==> config.mk <==
export PLATFORM = sky130hd
export DESIGN_NAME = spio_ports
export DESIGN_NICKNAME = d
export VERILOG_FILES = /design/src/spio_pin_slice.v /design/src/spio_ports.v
export VERILOG_INCLUDE_DIRS = /design/src
export SDC_FILE = /design/constraint.sdc
export NUM_CORES = 1
export LEC_CHECK = 0
export ABC_AREA = 1
export BUFFER_PORTS_ARGS = -buffer_cell sky130_fd_sc_hd__buf_2
export CAP_MARGIN = 20
export CORE_MARGIN = 1
export CORE_UTILIZATION = 45
export CTS_CLUSTER_SIZE = 10
export DETAILED_ROUTE_END_ITERATION = 6
export PLACE_DENSITY = 0.78
export REMOVE_ABC_BUFFERS = 1
export SETUP_SLACK_MARGIN = 0.5
export SKIP_CTS_REPAIR_TIMING = 1
export SLEW_MARGIN = 15
export SYNTH_ARGS = -nofsm -noshare
export SYNTH_HDL_FRONTEND = slang
export SYNTH_SLANG_ARGS = --single-unit
==> constraint.sdc <==
create_clock -name clk -period 1.7 [get_ports clk]
set_input_delay 0.17 -clock clk [delete_from_list [all_inputs] [get_ports clk]]
set_output_delay 0.17 -clock clk [all_outputs]
set_load 0.01 [all_outputs]
==> src/spio_map.vh <==
// Register map and reset values of the shared parallel I/O ports
// Behaviour
// - Twenty-six pins, each also usable by peripherals
// - Direction bit chooses input or output per pin
// - Output pins driven from output data latch, undriven while analog enabled
// - Input pins read back live pin level, zero while analog enabled
// - Analog enable registers reset to all ones
// - Port 8 shared: interrupts, edge capture, serial
// - Port 9 shared: I2C lines, serial channel three
// - Port A: analog inputs, lowest pin time clock
// - Port B: analog, serial two, interrupts, timer
`ifndef SPIO_MAP_VH
`define SPIO_MAP_VH
`define SPIO_OFF_DAT8 8'h08
`define SPIO_OFF_DAT9 8'h09
`define SPIO_OFF_DATA 8'h0a
`define SPIO_OFF_DATB 8'h0b
`define SPIO_OFF_DIR8 8'h18
`define SPIO_OFF_DIR9 8'h19
`define SPIO_OFF_DIRA 8'h1a
`define SPIO_OFF_DIRB 8'h1b
`define SPIO_OFF_ANA0 8'h1e
`define SPIO_OFF_ANA1 8'h1f
`define SPIO_OFF_SEL8 8'h40
`define SPIO_OFF_SEL9 8'h41
`define SPIO_OFF_SELA 8'h42
`define SPIO_OFF_SELB 8'h43
`define SPIO_RST_DIR 8'h00
`define SPIO_RST_DAT 8'h00
`define SPIO_RST_ANA 8'hff
`define SPIO_RST_SEL 8'h00
`endif

==> src/spio_pin_slice.v <==
// One port bit: pin drive, readback and peripheral sharing
`timescale 1ns/1ps
module spio_pin_slice (
  input wire clk, // System clock
  input wire sys_rst, // Synchronous reset, active high
  input wire dirOut, // 1 selects output
  input wire latchBit, // Output data latch bit
  input wire perSel, // 1 hands the output to the peripheral
  input wire perOut, // Peripheral output value
  input wire perOe, // Peripheral wants to drive
  input wire anaEn, // Analog input enabled on this pin
  input wire openDrain, // Pin is open drain
  input wire pinIn, // Level at the pin
  output reg pinOut_q, // Pin output value
  output reg pinOe_q, // Pin output enable
  output reg rdBit_q, // Value seen by a data register read
  output reg perIn_q // Pin level toward peripherals
);
  reg drvVal;
  reg drvEn;
  always @* begin
    drvVal = perSel ? perOut : latchBit;
    drvEn = perSel ? perOe : dirOut;
    if (anaEn) begin
      drvEn = 1'b0;
    end
  end
  always @(posedge clk) begin
    if (sys_rst) begin
      pinOut_q <= 1'b0;
      pinOe_q <= 1'b0;
      rdBit_q <= 1'b0;
      perIn_q <= 1'b0;
    end else begin
      if (openDrain) begin
        pinOut_q <= 1'b0;
        pinOe_q <= drvEn & ~drvVal;
      end else begin
        pinOut_q <= drvVal;
        pinOe_q <= drvEn;
      end
      // Analog pins read as zero unless set as output, so a floating level never reaches logic
      rdBit_q <= dirOut ? latchBit : (pinIn & ~anaEn);
      perIn_q <= pinIn & ~anaEn;
    end
  end
endmodule // spio_pin_slice

==> src/spio_ports.v <==
// Four shared I/O ports with a classic Wishbone register slave
//
// Decided for this implementation: the Wishbone register port and the placing of the registers.
`timescale 1ns/1ps
`include "spio_map.vh"
module spio_ports (
  input wire clk, // System clock, 50 MHz
  input wire sys_rst, // Synchronous reset, active high
  input wire wb_cyc_i, // Wishbone cycle
  input wire wb_stb_i, // Wishbone strobe
  input wire wb_we_i, // Wishbone write enable
  input wire [7:0] wb_adr_i, // Wishbone byte address
  input wire [3:0] wb_sel_i, // Wishbone byte select
  input wire [31:0] wb_dat_i, // Wishbone write data
  output reg [31:0] wb_dat_o, // Wishbone read data
  output reg wb_ack_o, // Wishbone acknowledge
  input wire [25:0] pinIn, // Pin levels: P8[7:0] P9[9:8] PA[17:10] PB[25:18]
  output wire [25:0] pinOut, // Pin output values
  output wire [25:0] pinOe, // Pin output enables, high while driving
  input wire [25:0] perOut, // Peripheral output values per pin
  input wire [25:0] perOe, // Peripheral output enables per pin
  output wire [25:0] perIn, // Pin levels toward peripherals
  output reg [15:0] analogEn // Analog input enables, PA then PB
);
  reg [7:0] dir8_q;
  reg [7:0] dir9_q;
  reg [7:0] dirA_q;
  reg [7:0] dirB_q;
  reg [7:0] dat8_q;
  reg [7:0] dat9_q;
  reg [7:0] datA_q;
  reg [7:0] datB_q;
  reg [7:0] ana0_q;
  reg [7:0] ana1_q;
  reg [7:0] sel8_q;
  reg [7:0] sel9_q;
  reg [7:0] selA_q;
  reg [7:0] selB_q;
  reg [7:0] dir8_d;
  reg [7:0] dir9_d;
  reg [7:0] dirA_d;
  reg [7:0] dirB_d;
  reg [7:0] dat8_d;
  reg [7:0] dat9_d;
  reg [7:0] datA_d;
  reg [7:0] datB_d;
  reg [7:0] ana0_d;
  reg [7:0] ana1_d;
  reg [7:0] sel8_d;
  reg [7:0] sel9_d;
  reg [7:0] selA_d;
  reg [7:0] selB_d;
  wire [25:0] dirAll;
  wire [25:0] latAll;
  wire [25:0] selAll;
  wire [25:0] anaAll;
  wire [25:0] rdAll;
  wire req;
  wire wrLane0;
  // One write enable per register byte
  wire wrDat8;
  wire wrDat9;
  wire wrDatA;
  wire wrDatB;
  wire wrDir8;
  wire wrDir9;
  wire wrDirA;
  wire wrDirB;
  wire wrAna0;
  wire wrAna1;
  wire wrSel8;
  wire wrSel9;
  wire wrSelA;
  wire wrSelB;
  reg [7:0] rdByte;

  function isOffset;
    input [7:0] adr;
    input [7:0] off;
    begin
      isOffset = (adr == off);
    end
  endfunction

  // Each port register is one byte at its own address, always in lane 0
  assign req = wb_cyc_i & wb_stb_i & ~wb_ack_o;
  assign wrLane0 = req & wb_we_i & wb_sel_i[0];
  // Exact decode: an aliased write would reconfigure every port at once
  assign wrDat8 = wrLane0 & isOffset(wb_adr_i, `SPIO_OFF_DAT8);
  assign wrDat9 = wrLane0 & isOffset(wb_adr_i, `SPIO_OFF_DAT9);
  assign wrDatA = wrLane0 & isOffset(wb_adr_i, `SPIO_OFF_DATA);
  assign wrDatB = wrLane0 & isOffset(wb_adr_i, `SPIO_OFF_DATB);
  assign wrDir8 = wrLane0 & isOffset(wb_adr_i, `SPIO_OFF_DIR8);
  assign wrDir9 = wrLane0 & isOffset(wb_adr_i, `SPIO_OFF_DIR9);
  assign wrDirA = wrLane0 & isOffset(wb_adr_i, `SPIO_OFF_DIRA);
  assign wrDirB = wrLane0 & isOffset(wb_adr_i, `SPIO_OFF_DIRB);
  assign wrAna0 = wrLane0 & isOffset(wb_adr_i, `SPIO_OFF_ANA0);
  assign wrAna1 = wrLane0 & isOffset(wb_adr_i, `SPIO_OFF_ANA1);
  assign wrSel8 = wrLane0 & isOffset(wb_adr_i, `SPIO_OFF_SEL8);
  assign wrSel9 = wrLane0 & isOffset(wb_adr_i, `SPIO_OFF_SEL9);
  assign wrSelA = wrLane0 & isOffset(wb_adr_i, `SPIO_OFF_SELA);
  assign wrSelB = wrLane0 & isOffset(wb_adr_i, `SPIO_OFF_SELB);

  // Pin map: port 8 from bit 0, port 9 from 8, port A from 10, port B from 18
  assign dirAll = {dirB_q, dirA_q, dir9_q[1:0], dir8_q};
  assign latAll = {datB_q, datA_q, dat9_q[1:0], dat8_q};
  assign selAll = {selB_q, selA_q, sel9_q[1:0], sel8_q};
  assign anaAll = {ana1_q, ana0_q, 10'h000};

  genvar i;
  generate
    for (i = 0; i < 26; i = i + 1) begin : gPin
      // Port 9 carries the I2C lines and serial channel three
      spio_pin_slice uSlice (
        .clk(clk),
        .sys_rst(sys_rst),
        .dirOut(dirAll[i]),
        .latchBit(latAll[i]),
        .perSel(selAll[i]),
        .perOut(perOut[i]),
        .perOe(perOe[i]),
        .anaEn(anaAll[i]),
        .openDrain((i == 8) || (i == 9)),
        .pinIn(pinIn[i]),
        .pinOut_q(pinOut[i]),
        .pinOe_q(pinOe[i]),
        .rdBit_q(rdAll[i]),
        .perIn_q(perIn[i])
      );
    end
  endgenerate

  // Unmapped addresses read as zero
  always @* begin
    rdByte = 8'h00;
    if (isOffset(wb_adr_i, `SPIO_OFF_DAT8)) rdByte = rdAll[7:0];
    if (isOffset(wb_adr_i, `SPIO_OFF_DAT9)) rdByte = {6'h00, rdAll[9:8]};
    if (isOffset(wb_adr_i, `SPIO_OFF_DATA)) rdByte = rdAll[17:10];
    if (isOffset(wb_adr_i, `SPIO_OFF_DATB)) rdByte = rdAll[25:18];
    if (isOffset(wb_adr_i, `SPIO_OFF_DIR8)) rdByte = dir8_q;
    if (isOffset(wb_adr_i, `SPIO_OFF_DIR9)) rdByte = {6'h00, dir9_q[1:0]};
    if (isOffset(wb_adr_i, `SPIO_OFF_DIRA)) rdByte = dirA_q;
    if (isOffset(wb_adr_i, `SPIO_OFF_DIRB)) rdByte = dirB_q;
    if (isOffset(wb_adr_i, `SPIO_OFF_ANA0)) rdByte = ana0_q;
    if (isOffset(wb_adr_i, `SPIO_OFF_ANA1)) rdByte = ana1_q;
    if (isOffset(wb_adr_i, `SPIO_OFF_SEL8)) rdByte = sel8_q;
    if (isOffset(wb_adr_i, `SPIO_OFF_SEL9)) rdByte = {6'h00, sel9_q[1:0]};
    if (isOffset(wb_adr_i, `SPIO_OFF_SELA)) rdByte = selA_q;
    if (isOffset(wb_adr_i, `SPIO_OFF_SELB)) rdByte = selB_q;
  end

  // Registers keep their value unless their own byte is written
  always @* begin
    dat8_d = dat8_q;
    dat9_d = dat9_q;
    datA_d = datA_q;
    datB_d = datB_q;
    dir8_d = dir8_q;
    dir9_d = dir9_q;
    dirA_d = dirA_q;
    dirB_d = dirB_q;
    ana0_d = ana0_q;
    ana1_d = ana1_q;
    sel8_d = sel8_q;
    sel9_d = sel9_q;
    selA_d = selA_q;
    selB_d = selB_q;
    if (wrDat8) dat8_d = wb_dat_i[7:0];
    if (wrDat9) dat9_d = {6'h00, wb_dat_i[1:0]};
    if (wrDatA) datA_d = wb_dat_i[7:0];
    if (wrDatB) datB_d = wb_dat_i[7:0];
    if (wrDir8) dir8_d = wb_dat_i[7:0];
    if (wrDir9) dir9_d = {6'h00, wb_dat_i[1:0]};
    if (wrDirA) dirA_d = wb_dat_i[7:0];
    if (wrDirB) dirB_d = wb_dat_i[7:0];
    // Digital use needs these cleared by software
    if (wrAna0) ana0_d = wb_dat_i[7:0];
    if (wrAna1) ana1_d = wb_dat_i[7:0];
    if (wrSel8) sel8_d = wb_dat_i[7:0];
    if (wrSel9) sel9_d = {6'h00, wb_dat_i[1:0]};
    if (wrSelA) selA_d = wb_dat_i[7:0];
    if (wrSelB) selB_d = wb_dat_i[7:0];
  end

  always @(posedge clk) begin
    if (sys_rst) begin
      dir8_q <= `SPIO_RST_DIR;
      dir9_q <= `SPIO_RST_DIR;
      dirA_q <= `SPIO_RST_DIR;
      dirB_q <= `SPIO_RST_DIR;
      dat8_q <= `SPIO_RST_DAT;
      dat9_q <= `SPIO_RST_DAT;
      datA_q <= `SPIO_RST_DAT;
      datB_q <= `SPIO_RST_DAT;
      ana0_q <= `SPIO_RST_ANA;
      ana1_q <= `SPIO_RST_ANA;
      sel8_q <= `SPIO_RST_SEL;
      sel9_q <= `SPIO_RST_SEL;
      selA_q <= `SPIO_RST_SEL;
      selB_q <= `SPIO_RST_SEL;
      wb_ack_o <= 1'b0;
      wb_dat_o <= 32'h00000000;
      analogEn <= {`SPIO_RST_ANA, `SPIO_RST_ANA};
    end else begin
      wb_ack_o <= req;
      wb_dat_o <= req ? {24'h000000, rdByte} : 32'h00000000;
      // Converter copy lags the registers by one clock, like the pins
      analogEn <= {ana1_q, ana0_q};
      dat8_q <= dat8_d;
      dat9_q <= dat9_d;
      datA_q <= datA_d;
      datB_q <= datB_d;
      dir8_q <= dir8_d;
      dir9_q <= dir9_d;
      dirA_q <= dirA_d;
      dirB_q <= dirB_d;
      ana0_q <= ana0_d;
      ana1_q <= ana1_d;
      sel8_q <= sel8_d;
      sel9_q <= sel9_d;
      selA_q <= selA_d;
      selB_q <= selB_d;
    end
  end
endmodule // spio_ports

Word level (Yosys, flattened, before mapping). Index checks and enable logic that the tools add are counted.

Output and inout bits: 127. Logic and storage cells: 299. Input port bits: 127. Register bits after elaboration: 245.

Bitwise operators: 56. Mux-type cells: 92. Reductions and logical operators: 17. Equality and inequality tests: 14.

Operators by type and width (number): 8-bit two-way mux (14); 1-bit two-way mux (78); 8-bit by 5-bit == test with 1-bit output (second input constant) (6); 1-bit AND (36); 2-bit OR reduction (17); 8-bit by 4-bit == test with 1-bit output (second input constant) (4); 8-bit by 7-bit == test with 1-bit output (second input constant) (4); 1-bit inverter (20).

Depth between registers and ports, before layout.
Depth in word-level cells: 15. Mapped depth: 13. Gate-level depth less buffers: 13.

Modules after synthesis. Synthesis repeated with hierarchy kept, for this count alone.

Cells, all modules: 1296. Area, all modules: 9671.8 um^2.

By module, submodules not included: spio_ports (seq. area each 2382.3 um^2, cells an instance 646, area each 5019.8 um^2, times used 1); spio_pin_slice (seq. area each 80.1 um^2, cells an instance 25, area each 178.9 um^2, times used 26).

Worst setup path after synthesis. Ideal clock, no wire load.

Kind: register to register. From: reg wb_ack_o. To: reg ana0_q[0]. Data arrival time: 1308 ps. Path slack: 254 ps. Stages on the path, launching flop included: 8. Path buffers: 2. Setup time: 138 ps. Path through: dfxtp_1 nor2_1 nand3_1 buf_4 inv_2 nand2_1 buf_2 o211ai_1.

Cells in the longest elaborated chain, start to end: 5.

Ends and longest elaborated chain: from (decl) (RTL line spio_ports.v:16) `output reg wb_ack_o,`; from (signal assigned) (RTL line spio_ports.v:205) `wb_ack_o <= req;`; 1-bit inverter (RTL line spio_ports.v:86) `assign req = wb_cyc_i & wb_stb_i & ~wb_ack_o;`; 1-bit AND (RTL line spio_ports.v:86); 1-bit AND (2 in series) (RTL line spio_ports.v:87) `assign wrLane0 = req & wb_we_i & wb_sel_i[0];`; 1-bit AND (RTL line spio_ports.v:97) `` assign wrAna0 = wrLane0 & isOffset(wb_adr_i, `SPIO_OFF_ANA0); ``; to (signal assigned) (RTL line spio_ports.v:195) `` ana0_q <= `SPIO_RST_ANA; ``; to (signal assigned) (RTL line spio_ports.v:217) `ana0_q <= ana0_d;`; to (decl) (RTL line spio_ports.v:33) `reg [7:0] ana0_q;`.

No other way between the ends. A chain may end at the register's enable or synchronous reset.

Final worst setup path.
From: reg wb_ack_o. To: reg dat8_q[0].

Cells in the longest elaborated chain, start to end: 5.

Ends and longest elaborated chain: 1-bit inverter (RTL line spio_ports.v:86); 1-bit AND (RTL line spio_ports.v:86); 1-bit AND (2 in series) (RTL line spio_ports.v:87); 1-bit AND (RTL line spio_ports.v:89) `` assign wrDat8 = wrLane0 & isOffset(wb_adr_i, `SPIO_OFF_DAT8); ``; to (signal assigned) (RTL line spio_ports.v:191) `` dat8_q <= `SPIO_RST_DAT; ``; to (signal assigned) (RTL line spio_ports.v:209) `dat8_q <= dat8_d;`; to (decl) (RTL line spio_ports.v:29) `reg [7:0] dat8_q;`.

No other way between the ends.

==> results summary <==
The flow ran to the end, but the final reports show violations. The checks that failed: negative hold slack. The number of global-route vias before repair came out at 6,767.

The worst setup path is launched from a flop. The final period demand of the worst path came out at 1.55 ns. The initial antenna violation count is 0. The total power density per cell area came out at 900 nW/um2. The layout cell share with drive strength beyond 1 is 0.287. The register area share after synthesis came out at 0.495. The vias after detailed routing came out at 8,246. The sequential cell area in the final layout came out at 4430 um2. In the routed design, unresolved DRC markers number 0.

The cell count of the worst reg-to-reg path is 7. Walking the worst path, the cells encountered are nor2_4, nand3_2, buf_12, nor4_4, buf_6, o21ai_1, a21oi_1. After detailed placement, the design holds a cell count of 1,482. The count of buffer and inverter cells on the critical path is 2. The synthesized design contains 0 enable-type register cells. For the pin with the worst max-slew slack, the measured transition is 0.525 ns. The core box area came out at 19,500 um2.

The initial utilization of the core area, before any placement, comes to 0.459. After the flow finishes, the layout carries non-filler instances totaling 1,623. The final wirelength is 27.4 mm. Dividing the synthesized area by the synthesized cell count gives 8.11 um2. The worst hold path belongs to the class input port to flop. The final core utilization came out at 0.616.

The via density per instance is 5.08. The combined global-route utilization of all metal layers came out at 0.225. By startpoint and endpoint, the worst setup path is classified as flop to flop.

The synthesized flop and latch total came out at 221. At the worst endpoint, the arrival time is 1.98 ns. The sum of negative setup slack is 0 ns. The instance count on the critical path is 7.

The multi-input combinational cell area came out at 3530 um2. The clock latency on the worst-skew pair is 0.52 ns. The number of failing hold endpoints at the final stage is 2. The die is 143 um tall. The number of antenna diodes in the final layout is 0. Clock tree synthesis selected as its root buffer the cell clkbuf_16.

Setup repair after global routing could not meet its margin everywhere. Following the worst setup path forward leads to its endpoint at dat8_q[0]. The mean routed wirelength per cell is 16.9 um. The congestion estimate from routability-driven global placement came to 0.864. The die footprint is 20,400 um2. The worst-case vdd ir drop came out at 0.723 mV. The most critical setup path has its startpoint at wb_ack_o. The setup-violating endpoint count in the final report is 0. The clock buffer count from CTS is 26. The quantity of I/O buffers inserted on ports is 200.

The pin count of the biggest net entering global routing is 51. The estimated wirelength of the detail-placed design is 17.0 mm. The startpoint identified for the worst register-to-register timing path is wb_ack_o. The filler cells instantiated in the layout total 1,588. The number of DRC markers after the initial detailed-route iteration came out at 833. In this run the remaining antenna-violating nets after routing total 0. The post-synthesis instance total came out at 1,103. In this run the critical register-to-register path is captured at dat8_q[0]. Across all setup checks in the final design, the least slack found is 0.152 ns. The wire length of the first global-routing pass came out at 35.6 mm.

The number of clock sinks came out at 221. The first-pass iteration count of the detailed router is 5. The count of unique library cells instantiated by Yosys came out at 32. The startpoint identified for the worst hold timing path is perOe[21]. The total congestion overflow after global routing came out at 0. The number of placement rows is 51.

The clock tree from TritonCTS is built. The worst setup slack after placement came out at 0.0214 ns. The number of warnings reported in the yosys synthesis log is 0. The number of top-level pins is 254. Headroom to the max-slew limit came out at 0.650. Derived from the worst setup path, the maximum achievable clock frequency is 646 MHz.

After the last flow step, the layout net total stands at 1,481. The final critical-path share of the clock period came out at 0.911. The completed layout was analyzed and its total power is 10.8 mW. Summing all placed instances gives a cell area of 9720 um2. The summed area of non-filler cells in the final layout is 12,000 um2. The most used flip-flop cell after synthesis is dfxtp_1. The count of final max-slew check failures came out at 0.

After clock tree synthesis, the clock-pin slew on the worst setup and hold paths is 0.05 ns. The worst clock skew is 0.00887 ns. From left edge to right edge, the die measures 143 um. The tool flagged a number of max-cap violations equal to 0. The worst hold slack across all endpoints came out at -0.0511 ns. The critical path data required time is 2.13 ns. The growth of design area from synthesis to finish is 34.2%. Among cell families on the critical path, the largest total delay comes from simple AND/OR/NAND/NOR gates. The largest stage delay on the critical path came out at 0.33 ns. Of all nets on the critical path, the largest fanout is 8. The proportion of register bits with asynchronous set or reset after synthesis is 0.

Summing every instance area after synthesis gives 8940 um2. The worst setup slack for register-to-register paths came out at 0.15 ns. The endpoint type of the worst setup path is a flop. The number of H-tree branching levels came out at 1.

The maximum clock path buffer count came out at 3. The cell with the largest stage delay on the worst path is dfxtp_2. Summed over all cells, the static leakage comes to 5.41 nW.
-- sequential cells by signal, summed over array words and instances (netlist names), 16 cells and up --
signal / flops
gPin.uSlice.rdBit_q: 26
gPin.uSlice.pinOut_q: 24
gPin.uSlice.perIn_q: 26
gPin.uSlice.pinOe_q: 26
analogEn: 16
-- cell type report --
cell class	instances	area share
clock buffer	32	0.0612
inverter	115	0.0370
multi-input combinational	653	0.295
sequential	221	0.369
tap	265	0.0276
timing repair buffer	337	0.210
-- layer usage --
metal  global-route usage  up-vias  share of wire
met4               0.0787        0          0.026
met2                0.353      367           0.47
met3               0.0459       69          0.074
met1                0.306     3809           0.43
li1                     -     4001              -
met5                    0        -              0
-- synthesized netlist by cell type (2+ instances only) --
master	n	area, um2
o211ai_1	16	120
nand3_1	25	125
a21oi_1	132	661
nor2_2	8	50.1
buf_2	10	50.1
nor2_1	113	424
nor2_4	6	67.6
buf_1	4	15.0
clkinv_1	7	26.3
nor3_2	3	30.0
nand3b_1	9	67.6
nand2_2	6	37.5
dfxtp_1	221	4420
o21ai_1	27	135
clkbuf_1	18	67.6
inv_2	16	60.1
nor2_8	3	60.1
o21ai_0	128	641
nand2_1	117	439
nand4_1	10	62.6
buf_6	2	22.5
buf_4	106	796
a211oi_1	15	113
inv_1	92	345
nand2_4	2	22.5
-- how the worst min path moves through the flow --
stage,end,slack (ns),cells past startpoint
2_1_floorplan,gPin[8].uSlice.pinOe_q,0.24,1
3_3_place_gp,gPin[9].uSlice.perIn_q,0.39,3
3_5_place_dp,gPin[0].uSlice.pinOe_q,0.40,3
4_1_cts,gPin[9].uSlice.perIn_q,-0.14,3
5_1_grt,gPin[2].uSlice.pinOe_q,0.002,3
6_report,gPin[21].uSlice.pinOe_q,-0.05,3
-- worst reg2reg max path, stage by stage, from the launching register on --
cell and delay (ns):
dfxtp_2 0.33, nor2_4 0.08, nand3_2 0.10, buf_12 0.15, nor4_4 0.33, buf_6 0.21
o21ai_1 0.09, a21oi_1 0.17
-- layout by cell type, fill, tap and decap left out, drive strengths merged --
cell and count:
nand3b 9, clkbuf 37, and3b 1, nand2 125, nor3 4, nor2 131, inv 107, dfxtp 221
clkinv 8, o21ai 155, conb 26, a211oi 15, a21oi 132, o211ai 16, nand3 26, nor4 1
o2111ai 1, dlygate4sd3 84, nand4 11, buf 248
-- logic make-up (layout without fill, tap and decap cells) --
logic type / Yosys count / count (layout) / share of synthesized area
AOI/OAI and AO/OA: 319 / 319 / 0.188
and+or+nand+nor: 307 / 308 / 0.162
buffers and inverters: 255 / 484 / 0.155
DFF: 221 / 221 / 0.495
other: 1 / 26 / 0.000419
-- report_power, final --
part	leakage (nW)	total (mW)	switching, mW	internal (mW)
clock network	0.363	4.93	1.96	2.96
logic	3.26	0.651	0.347	0.304
registers	1.79	5.22	0.00975	5.21
Power figures use the tool's default switching activity.
